$ cat config.mk
export PLATFORM = sky130hd
export DESIGN_NAME = meter_status_regs
export DESIGN_NICKNAME = d
export VERILOG_FILES = /design/src/core/meter_status_pkg.sv /design/src/core/meter_status_regs.sv
export SDC_FILE = /design/constraint.sdc
export NUM_CORES = 2
export LEC_CHECK = 0
export BUFFER_PORTS_ARGS = -buffer_cell sky130_fd_sc_hd__buf_2
export CELL_PAD_IN_SITES_DETAIL_PLACEMENT = 1
export CELL_PAD_IN_SITES_GLOBAL_PLACEMENT = 2
export CORE_ASPECT_RATIO = 0.6
export CORE_MARGIN = 2
export CORE_UTILIZATION = 35
export CTS_CLUSTER_SIZE = 10
export DETAILED_ROUTE_END_ITERATION = 8
export PLACE_DENSITY = 0.75
export SLEW_MARGIN = 20
export SYNTH_ARGS = -nofsm -noshare
export SYNTH_HDL_FRONTEND = slang
export SYNTH_SLANG_ARGS = --single-unit
$ cat constraint.sdc
create_clock -name clk_i -period 2.4 [get_ports clk_i]
set_clock_uncertainty 0.05 [all_clocks]
set_input_delay 0.12 -clock clk_i [delete_from_list [all_inputs] [get_ports clk_i]]
set_output_delay 0.12 -clock clk_i [all_outputs]
set_load 0.1 [all_outputs]
$ cat src/core/meter_status_pkg.sv
// status summary register sets of a two-channel power meter: shared constants
// assumes one 10 MHz clock and a command interpreter that issues register accesses
package meter_status_pkg;
   // ==========================================================
   // register sets
   localparam int          NSET          = 9;
   localparam int          SET_W         = 4;
   localparam logic [3:0]  SET_RUN_TOP   = 4'h0;
   localparam logic [3:0]  SET_LLF       = 4'h1;
   localparam logic [3:0]  SET_ULF       = 4'h2;
   localparam logic [3:0]  SET_ACQ       = 4'h3;
   localparam logic [3:0]  SET_SNS       = 4'h4;
   localparam logic [3:0]  SET_ARM       = 4'h5;
   localparam logic [3:0]  SET_DQ_TOP    = 4'h6;
   localparam logic [3:0]  SET_ADJ       = 4'h7;
   localparam logic [3:0]  SET_PWR       = 4'h8;
   // ==========================================================
   // registers inside a set
   localparam int          REG_W         = 3;
   localparam logic [2:0]  REG_COND      = 3'h0;
   localparam logic [2:0]  REG_EVENT     = 3'h1;
   localparam logic [2:0]  REG_ENABLE    = 3'h2;
   localparam logic [2:0]  REG_RISE      = 3'h3;
   localparam logic [2:0]  REG_FALL      = 3'h4;
   // ==========================================================
   // widths and reset / preset values
   localparam int          DATA_W        = 16;
   localparam int          STORE_W       = 15;
   localparam logic [14:0] EN_PRESET_TOP = 15'h0000;
   localparam logic [14:0] EN_PRESET_OTH = 15'h7fff;
   localparam logic [14:0] RISE_PRESET   = 15'h7fff;
   localparam logic [14:0] FALL_PRESET   = 15'h0000;
   // ==========================================================
   // bit positions
   localparam int          BIT_CH_A      = 1;
   localparam int          BIT_CH_B      = 2;
   localparam int          LLF_LO        = 1;
   localparam int          LLF_N         = 6;
   localparam int          ULF_N         = 4;
   localparam int          TOP_ACQ       = 4;
   localparam int          TOP_ARM       = 5;
   localparam int          TOP_SNS       = 10;
   localparam int          TOP_LLF       = 11;
   localparam int          TOP_ULF       = 12;
   localparam int          DQ_PWR        = 3;
   localparam int          DQ_ADJ        = 8;
   localparam int          DQ_SELFTEST   = 9;
endpackage

$ cat src/core/meter_status_regs.sv
// status summary register sets: condition, event, rise/fall filter and enable
// assumes synchronous single-cycle status pulses and one command per cycle
`timescale 1ns/1ns
`default_nettype none

module meter_status_regs (
   input  wire logic                                  clk_i,
   input  wire logic                                  rst_n_i,
   input  wire logic                                  cmd_valid_i,
   input  wire logic                                  cmd_write_i,
   input  wire logic [meter_status_pkg::SET_W-1:0]    cmd_set_i,
   input  wire logic [meter_status_pkg::REG_W-1:0]    cmd_reg_i,
   input  wire logic [meter_status_pkg::DATA_W-1:0]   cmd_wdata_i,
   input  wire logic                                  preset_i,
   input  wire logic [meter_status_pkg::LLF_N-1:0]    ll_fail_i,
   input  wire logic [meter_status_pkg::LLF_N-1:0]    ll_pass_i,
   input  wire logic [meter_status_pkg::LLF_N-1:0]    ll_test_en_i,
   input  wire logic [meter_status_pkg::ULF_N-1:0]    ul_fail_i,
   input  wire logic [meter_status_pkg::ULF_N-1:0]    ul_pass_i,
   input  wire logic [meter_status_pkg::ULF_N-1:0]    ul_test_en_i,
   input  wire logic [1:0]                            acq_active_i,
   input  wire logic [1:0]                            sensor_read_i,
   input  wire logic [1:0]                            arm_wait_i,
   input  wire logic [meter_status_pkg::STORE_W-1:0]  pwr_cond_i,
   input  wire logic [1:0]                            adj_err_i,
   input  wire logic                                  adj_err_all_i,
   input  wire logic [1:0]                            adj_ok_i,
   input  wire logic                                  selftest_fail_i,
   input  wire logic                                  selftest_pass_i,
   output logic                                       rsp_valid_o,
   output logic      [meter_status_pkg::DATA_W-1:0]   rsp_data_o,
   output logic      [meter_status_pkg::NSET-1:0]     summary_o
);
   import meter_status_pkg::*;

   // ==========================================================
   // sticky condition sources
   logic [LLF_N-1:0]           ll_r;
   logic [ULF_N-1:0]           ul_r;
   logic [1:0]                 adj_r;
   logic                       post_r;
   logic [LLF_N-1:0]           ll_nxt;
   logic [ULF_N-1:0]           ul_nxt;
   logic [1:0]                 adj_nxt;
   logic                       post_nxt;

   assign ll_nxt   = ll_fail_i | (ll_r & ~(ll_pass_i & ll_test_en_i));
   assign ul_nxt   = ul_fail_i | (ul_r & ~(ul_pass_i & ul_test_en_i));
   assign adj_nxt  = adj_err_i | {2{adj_err_all_i}} | (adj_r & ~adj_ok_i);
   assign post_nxt = selftest_fail_i | (post_r & ~selftest_pass_i);

   always_ff @(posedge clk_i) begin
      if (!rst_n_i) begin
         ll_r   <= '0;
         ul_r   <= '0;
         adj_r  <= '0;
         post_r <= 1'b0;
      end else begin
         ll_r   <= ll_nxt;
         ul_r   <= ul_nxt;
         adj_r  <= adj_nxt;
         post_r <= post_nxt;
      end
   end

   // ==========================================================
   // condition vectors per set
   logic [NSET-1:0][STORE_W-1:0] cond_w;
   logic [NSET-1:0]              sum_w;

   always_comb begin
      cond_w = '0;
      cond_w[SET_LLF][LLF_LO +: LLF_N]    = ll_r;
      cond_w[SET_ULF][LLF_LO +: ULF_N]    = ul_r;
      cond_w[SET_ACQ][BIT_CH_A]           = acq_active_i[0];
      cond_w[SET_ACQ][BIT_CH_B]           = acq_active_i[1];
      cond_w[SET_SNS][BIT_CH_A]           = sensor_read_i[0];
      cond_w[SET_SNS][BIT_CH_B]           = sensor_read_i[1];
      cond_w[SET_ARM][BIT_CH_A]           = arm_wait_i[0];
      cond_w[SET_ARM][BIT_CH_B]           = arm_wait_i[1];
      cond_w[SET_ADJ][BIT_CH_A]           = adj_r[0];
      cond_w[SET_ADJ][BIT_CH_B]           = adj_r[1];
      cond_w[SET_PWR]                     = pwr_cond_i;
      cond_w[SET_RUN_TOP][TOP_ACQ]        = sum_w[SET_ACQ];
      cond_w[SET_RUN_TOP][TOP_ARM]        = sum_w[SET_ARM];
      cond_w[SET_RUN_TOP][TOP_SNS]        = sum_w[SET_SNS];
      cond_w[SET_RUN_TOP][TOP_LLF]        = sum_w[SET_LLF];
      cond_w[SET_RUN_TOP][TOP_ULF]        = sum_w[SET_ULF];
      cond_w[SET_DQ_TOP][DQ_PWR]          = sum_w[SET_PWR];
      cond_w[SET_DQ_TOP][DQ_ADJ]          = sum_w[SET_ADJ];
      cond_w[SET_DQ_TOP][DQ_SELFTEST]     = post_r;
   end

   // ==========================================================
   // per-set event, enable and filter registers
   logic [NSET-1:0][STORE_W-1:0] event_w;
   logic [NSET-1:0][STORE_W-1:0] enable_w;
   logic [NSET-1:0][STORE_W-1:0] rise_w;
   logic [NSET-1:0][STORE_W-1:0] fall_w;

   // ==========================================================
   // command decode shared by all sets
   wire                          rd_cmd    = cmd_valid_i & ~cmd_write_i;
   wire                          wr_cmd    = cmd_valid_i & cmd_write_i;
   wire                          is_event  = (cmd_reg_i == REG_EVENT);
   wire                          is_enable = (cmd_reg_i == REG_ENABLE);
   wire                          is_rise   = (cmd_reg_i == REG_RISE);
   wire                          is_fall   = (cmd_reg_i == REG_FALL);

   genvar s;
   generate
      for (s = 0; s < NSET; s++) begin : g_set
         localparam logic [14:0] EN_PRE = (s == SET_RUN_TOP || s == SET_DQ_TOP) ? EN_PRESET_TOP : EN_PRESET_OTH;
         logic [STORE_W-1:0]     prev_r;
         logic [STORE_W-1:0]     event_r;
         logic [STORE_W-1:0]     enable_r;
         logic [STORE_W-1:0]     rise_r;
         logic [STORE_W-1:0]     fall_r;
         wire                    hit      = (cmd_set_i == SET_W'(s));
         wire                    ev_clr   = rd_cmd & hit & is_event;
         wire                    wr_en    = wr_cmd & hit & is_enable;
         wire                    wr_rise  = wr_cmd & hit & is_rise;
         wire                    wr_fall  = wr_cmd & hit & is_fall;
         wire [STORE_W-1:0]      edge_set = (cond_w[s] & ~prev_r & rise_r)
                                          | (~cond_w[s] & prev_r & fall_r);
         wire [STORE_W-1:0]      ev_nxt   = edge_set | (event_r & {STORE_W{~ev_clr}});

         assign event_w[s]  = event_r;
         assign enable_w[s] = enable_r;
         assign rise_w[s]   = rise_r;
         assign fall_w[s]   = fall_r;
         assign sum_w[s]    = |(event_r & enable_r);

         // ==========================================================
         // condition history and latched events
         always_ff @(posedge clk_i) begin
            if (!rst_n_i) begin
               prev_r  <= '0;
               event_r <= '0;
            end else begin
               prev_r  <= cond_w[s];
               event_r <= ev_nxt;
            end
         end

         // ==========================================================
         // masks and filters, preset beats a write
         always_ff @(posedge clk_i) begin
            if (!rst_n_i) begin
               enable_r <= EN_PRE;
               rise_r   <= RISE_PRESET;
               fall_r   <= FALL_PRESET;
            end else if (preset_i) begin
               enable_r <= EN_PRE;
               rise_r   <= RISE_PRESET;
               fall_r   <= FALL_PRESET;
            end else begin
               if (wr_en)
                  enable_r <= cmd_wdata_i[STORE_W-1:0];
               if (wr_rise)
                  rise_r <= cmd_wdata_i[STORE_W-1:0];
               if (wr_fall)
                  fall_r <= cmd_wdata_i[STORE_W-1:0];
            end
         end
      end
   endgenerate

   // ==========================================================
   // summary outputs
   assign summary_o = sum_w;

   // ==========================================================
   // read path
   wire                          set_ok  = (cmd_set_i < SET_W'(NSET));
   wire [SET_W-1:0]              idx     = set_ok ? cmd_set_i : '0;
   logic [STORE_W-1:0]           rd_sel;

   always_comb begin
      rd_sel = '0;
      if (set_ok) begin
         case (cmd_reg_i)
            REG_COND:   rd_sel = cond_w[idx];
            REG_EVENT:  rd_sel = event_w[idx];
            REG_ENABLE: rd_sel = enable_w[idx];
            REG_RISE:   rd_sel = rise_w[idx];
            REG_FALL:   rd_sel = fall_w[idx];
            default:    rd_sel = '0;
         endcase
      end
   end

   // ==========================================================
   // answer register
   wire                          rsp_valid_nxt = rd_cmd;
   wire [DATA_W-1:0]             rsp_data_nxt  = {1'b0, rd_sel};

   always_ff @(posedge clk_i) begin
      if (!rst_n_i) begin
         rsp_valid_o <= 1'b0;
         rsp_data_o  <= '0;
      end else begin
         rsp_valid_o <= rsp_valid_nxt;
         rsp_data_o  <= rsp_data_nxt;
      end
   end

endmodule // meter_status_regs

`default_nettype wire

After elaboration in Yosys (flattened, before gate mapping)

Index checks and enable logic that the tools add are counted.
Widths: inputs -> output; s select.

Register bits after elaboration: 705
Logic and storage cells: 271

$lt $le $gt $ge: 2
Equality and inequality tests: 12
Mux-type cells: 12
Bitwise gates (word level): 172
Reduce and logical (&&, ||, !) cells: 13

Operators with widths:

| kind               | number |
|---|---|
| $and 15x15->15     | 46 |
| $bmux 15 s4        | 5 |
| $or 15x15->15      | 18 |
| $not 15->15        | 10 |
| $reduce_or 15->1   | 9 |
| $mux 15            | 5 |
| $pmux 15 s5        | 1 |
| $and 3x15->15      | 4 |
| $not 3->15         | 4 |
| $and 1x1->1        | 57 |
| $eq 4x3->1 const B | 4 |
| $and 10x15->15     | 1 |
| $and 13x15->15     | 1 |
| $and 5x15->15      | 1 |
| $and 7x15->15      | 1 |
| $not 10->15        | 1 |
| $not 13->15        | 1 |
| $not 5->15         | 1 |
| $not 7->15         | 1 |
| $and 6x6->6        | 2 |
| $not 1->1          | 12 |
| $and 4x4->4        | 2 |
| $eq 4x2->1 const B | 2 |
| $eq 3x2->1 const B | 2 |
| other kinds (19)   | 20 |

Depth between registers and ports, before layout

Depth in word-level cells: 7
Mapped depth: 10
Gate-level depth less buffers: 6

Worst setup path after synthesis

OpenSTA, ideal clock, no wires.

Path kind: reg-to-reg
Start: reg g_set[7].event_r[11]
End: reg g_set[6].event_r[8]
Setup time: 126 ps
Arrival: 1743 ps
Setup slack: 481 ps
Stages on the path, launching flop included: 7
Path buffers: 0
Path through: dfxtp_1 a222oi_1 nand3_1 nor3_1 inv_1 nand3b_1 a21boi_0

Cells in the longest elaborated chain, start to end: 7

RTL lines:

| what                        | RTL line                 | RTL |
|---|---|---|
| from (decl)                 | meter_status_regs.sv:115 | `logic [STORE_W-1:0] event_r;` |
| from (signal assigned)      | meter_status_regs.sv:142 | `event_r <= ev_nxt;` |
| $and 15x15->15 (*)          | meter_status_regs.sv:132 | `assign sum_w[s] = \|(event_r & enable_r);` |
| $reduce_or 15->1 (*)        | meter_status_regs.sv:132 |  |
| via summary_o, one bit      | meter_status_regs.sv:32  | `output logic [meter_status_pkg::NSET-1:0] summary_o` |
| $not 10->15                 | meter_status_regs.sv:125 | `\| (~cond_w[s] & prev_r & fall_r);` |
| $and 15x15->15 (2 in a row) | meter_status_regs.sv:125 |  |
| $or 15x15->15 (*)           | meter_status_regs.sv:125 |  |
| $or 15x15->15 (*)           | meter_status_regs.sv:126 | `wire [STORE_W-1:0] ev_nxt = edge_set \| (event_r & {STORE_W{~ev_clr}});` |
| to (signal assigned)        | meter_status_regs.sv:142 |  |
| to (decl)                   | meter_status_regs.sv:115 |  |

Mark *: on every way through the listed nets, which the timed path passes. The rest lies on a longest branch.
A chain may end at the register's enable or synchronous reset.

Worst setup path in the final report

Start: reg g_set[4].event_r[3]
End: out summary_o[4] in the netlist's numbering

Cells in the longest elaborated chain, start to end: 2

RTL lines:

| what                   | RTL line |
|---|---|
| from (decl)            | meter_status_regs.sv:115 |
| from (signal assigned) | meter_status_regs.sv:142 |
| $and 15x15->15         | meter_status_regs.sv:132 |
| $reduce_or 15->1       | meter_status_regs.sv:132 |
| to (decl)              | meter_status_regs.sv:32 |

No other way between the ends.

==> results.yml <==
timing:
  finalCritPeriodShare: 1.03
  relSlewSlack: 0.428
  tightest_slew_ps: 851
  min_period_ps: 2480
  finalSetupTns_ps: -143
  setup_viol: 2
  fmax_mhz: 404
  rsz0062_at_grt: "true"
  hold_viol: 0
  worst_slack_ps: -77.6
  slew_violations: 0
power_and_ir_drop:
  seq_power_share: 0.449
  p_int_mw: 16.8
  p_leak_nw: 13.7
  p_clk_frac: 0.435
  switching_power_mw: 6.47
  combPwrFrac: 0.116
  power.density_nw_per_um2: 697
  swShare: 0.278
  ir_worst_vdd_mv: 0.487
drt:
  vias: 28800
  wl_mm: 155
  via_per_inst: 6.25
  drt-pass1-iter-count: 7
  ant_nets: 0
  drt_iter0_markers: 4464
  wl_per_cell_um: 33.6
  route.detailed.drc: 0
final_layout:
  syn_to_final_growth_pct: 24.5
  final_common_cell: "nand2_1"
  final_cell_mix: "nand2_1, dfxtp_1, nand3_1"
  drive_gt1_frac: 0.171
  final_nets: 3682
  final_core_util: 0.441
  fill_cells: 8905
  final_cell_count_no_fill: 4611
clocking:
  htree_levels: 3
  clk_path_buf_depth: 3
  cts_tree: "built"
  cts_sinks: 610
  clock-root-buffer: "clkbuf_16"
  clk_pin_slew_ps: 60
  clkLatencyLatePin_ps: 670
  cts_made_buffers: 72
floorplan:
  core_region_area_sq_um: 75600
  rows: 78
  io_pins: 112
  die-area_sq_um: 78900
  chipHeight_um: 218
  die_w_um: 361
  initial_core_util: 0.354
logic_synthesis:
  synth_top_family_by_area: "simple AND/OR/NAND/NOR gates"
  synth.ff_latch_count: 610
  yosysUniqueCellTypes: 71
  synth_top_flop_cell: "dfxtp_1"
  synth-simple-area-share: 0.269
  synthTopCellsByArea: "dfxtp_1, nand2_1, nand3_1"
  synth_xor_area_frac: 0
  synth_area_leader_cell: "dfxtp_1"
  synth-seq-area-share: 0.456
  synth_nets: 3398
  syn_avg_cell_area_sq_um: 8.09
  yosys.area_share.adder: 0
  yosysWarnings: 0
  yosys-mux-area-fraction: 0.0705
  synth_edf_count: 0
  ys_async_sr_fraction: 0
  synthCells: 3312
  synth_compound_area_frac: 0.157
  netlist_area_sq_um: 26800
  synth.top_cell.area_share: 0.456
critical_path:
  slowest_stage: "a222oi_1"
  reg2reg_slack_ps: 140
  required_ps: 2230
  reg2reg_depth: 9
  path_cells: "a222oi_1 -> nand3_1 -> nor2_1 -> buf_4 -> inv_2 -> buf_12"
  crit_fanout: 3
  max_stage_delay_ps: 710
  reg2reg_to: "rsp_data_o[10]$_SDFF_PN0_"
  cp.buffers_inverters: 3
  r2r-start: "g_set[4].event_r[3]$_SDFF_PN0_"
  crit_family: "compound AO/OA/AOI/OAI gates"
  cp.depth: 6
  criticalPathCategory: "reg -> out"
  crit_path_end_kind: "output port"
  cp_data_arrival_time_ps: 2310
  cp-start-kind: "flop"
min_path:
  whs_endpoint: "g_set[4].fall_r[13]$_SDFFE_PP0P_"
  hold_start: "cmd_wdata_i[13]"
  holdPathStages: 4
  worstHoldPathType: "in -> reg"
global_routing:
  antenna_found_initial: 9
  grt_pass1_wl_mm: 217
  grt_pass1_vias: 27700
  grt_max_degree: 82
  gr-total-overflow: 0
  grtUsageTotal: 0.387
outcome:
  outcome: "finished with violations"
  violations: "negative setup slack"
job:
  maxCapViolations: 0
placement:
  place.gp.congestion: 1.04
  placedCellCount: 4453
  io_buffers: 109
  dp_hpwl_mm: 114
cells by family (layout without fill, tap and decap cells):
| logic type | count (synthesis) | count (layout) |
|---|---|---|
| and+or+nand+nor | 1585 | 1585 |
| other | 1 | 3 |
| DFF | 610 | 610 |
| AOI/OAI and AO/OA | 650 | 650 |
| buffers and inverters | 307 | 604 |
| muxes | 159 | 159 |
state kept, by name, summed over array words and instances, names as in the netlist:
register,flops
g_set.enable_r,135
g_set.event_r,135
g_set.fall_r,135
g_set.rise_r,135
g_set.prev_r,41
rsp_data_o,15
ll_r,6
ul_r,4
adj_r,2
post_r,1
rsp_valid_o,1
routing by layer:
layer | part of all wire | vias to the layer above | track usage
met5 | 0.00021 | - | 0
li1 | - | 12100 | -
met2 | 0.39 | 1814 | 0.524
met1 | 0.46 | 14700 | 0.593
met3 | 0.13 | 215 | 0.109
met4 | 0.024 | 4 | 0.0883
final cells by class:
type | instances | area, sq um | share of cell area
multi-input combinational | 2395 | 13400 | 0.403
sequential | 610 | 12200 | 0.367
timing repair buffer | 492 | 4360 | 0.131
clock buffer | 82 | 1940 | 0.0582
tap | 1000 | 1250 | 0.0375
inverter | 25 | 93.8 | 0.00281
clock inverter | 5 | 43.8 | 0.00131
antenna | 2 | 5.00 | 0.000150
power by group through the flow:
stage	logic, mW	registers, mW	clock network [mW]
floorplan	1.12	10.6	0
global placement	2.44	10.6	0
detailed placement	2.46	10.6	0
global route	2.74	10.4	10.7
CTS	2.58	10.4	10.2
finish	2.70	10.4	10.1
stage by stage:
| stage | instance area [sq um] | hold WS, ps | setup WS (ps) | power [mW] |
|---|---|---|---|---|
| after floorplan | 26800 | 192 | 481 | 11.7 |
| after global placement | 30500 | 282 | -110 | 13.1 |
| after detailed placement | 30500 | 298 | -219 | 13.1 |
| after global routing | 33400 | 61.6 | -83.6 | 23.8 |
| final | 33400 | 74.5 | -77.6 | 23.3 |
| after CTS | 33300 | 26.2 | -46.8 | 23.2 |
worst min-delay path: stages:
cell and delay (ps):
buf_2 100, buf_4 320, nand2_1 140, a21oi_1 50
worst max path at each step:
stage                     slack (ps)                              to                              start
after CTS                        -50                    summary_o[4]  g_set[4].enable_r[3]$_SDFFE_PP1P_
after global routing             -80                    summary_o[4]     g_set[4].event_r[3]$_SDFF_PN0_
after floorplan                  480  g_set[6].event_r[8]$_SDFF_PN0_    g_set[7].event_r[11]$_SDFF_PN0_
after global placement          -110        rsp_data_o[9]$_SDFF_PN0_                       cmd_set_i[1]
final                            -80                    summary_o[4]     g_set[4].event_r[3]$_SDFF_PN0_
after detailed placement        -220        rsp_data_o[9]$_SDFF_PN0_                       cmd_set_i[1]
what timing repair did:
action                     4_1_cts  5_1_grt
pin swaps                        8       14
hold buffers                    63        0
buffers inserted                 4        2
resized for setup               28       20
setup endpoints to repair        9        8
hold endpoints to repair       244        0
Yosys cell counts, types with 5 or more instances:
library cell	number
a311oi_1	6
o221a_2	7
mux4_2	21
nand4_1	9
o221ai_1	35
a22oi_1	65
o21ai_0	95
and3_1	105
o22ai_1	15
nand2b_1	9
and2_1	40
o32ai_1	5
a32oi_1	5
a21oi_1	251
o211ai_1	17
a2111oi_0	6
nor3_1	22
a221oi_1	28
nor2_1	109
nor2b_1	75
buf_4	11
inv_1	24
buf_2	52
clkbuf_1	204
mux2i_1	110
a2bb2oi_1	8
dfxtp_1	610
nand2_1	859
a21boi_0	8
nand3_1	294
a211oi_1	14
buf_1	13
mux2_2	28
nand3b_1	37
a22o_1	6
a31oi_1	23
nor3b_1	7
a222oi_1	18
Note: power is estimated with default switching activity, not from simulation.
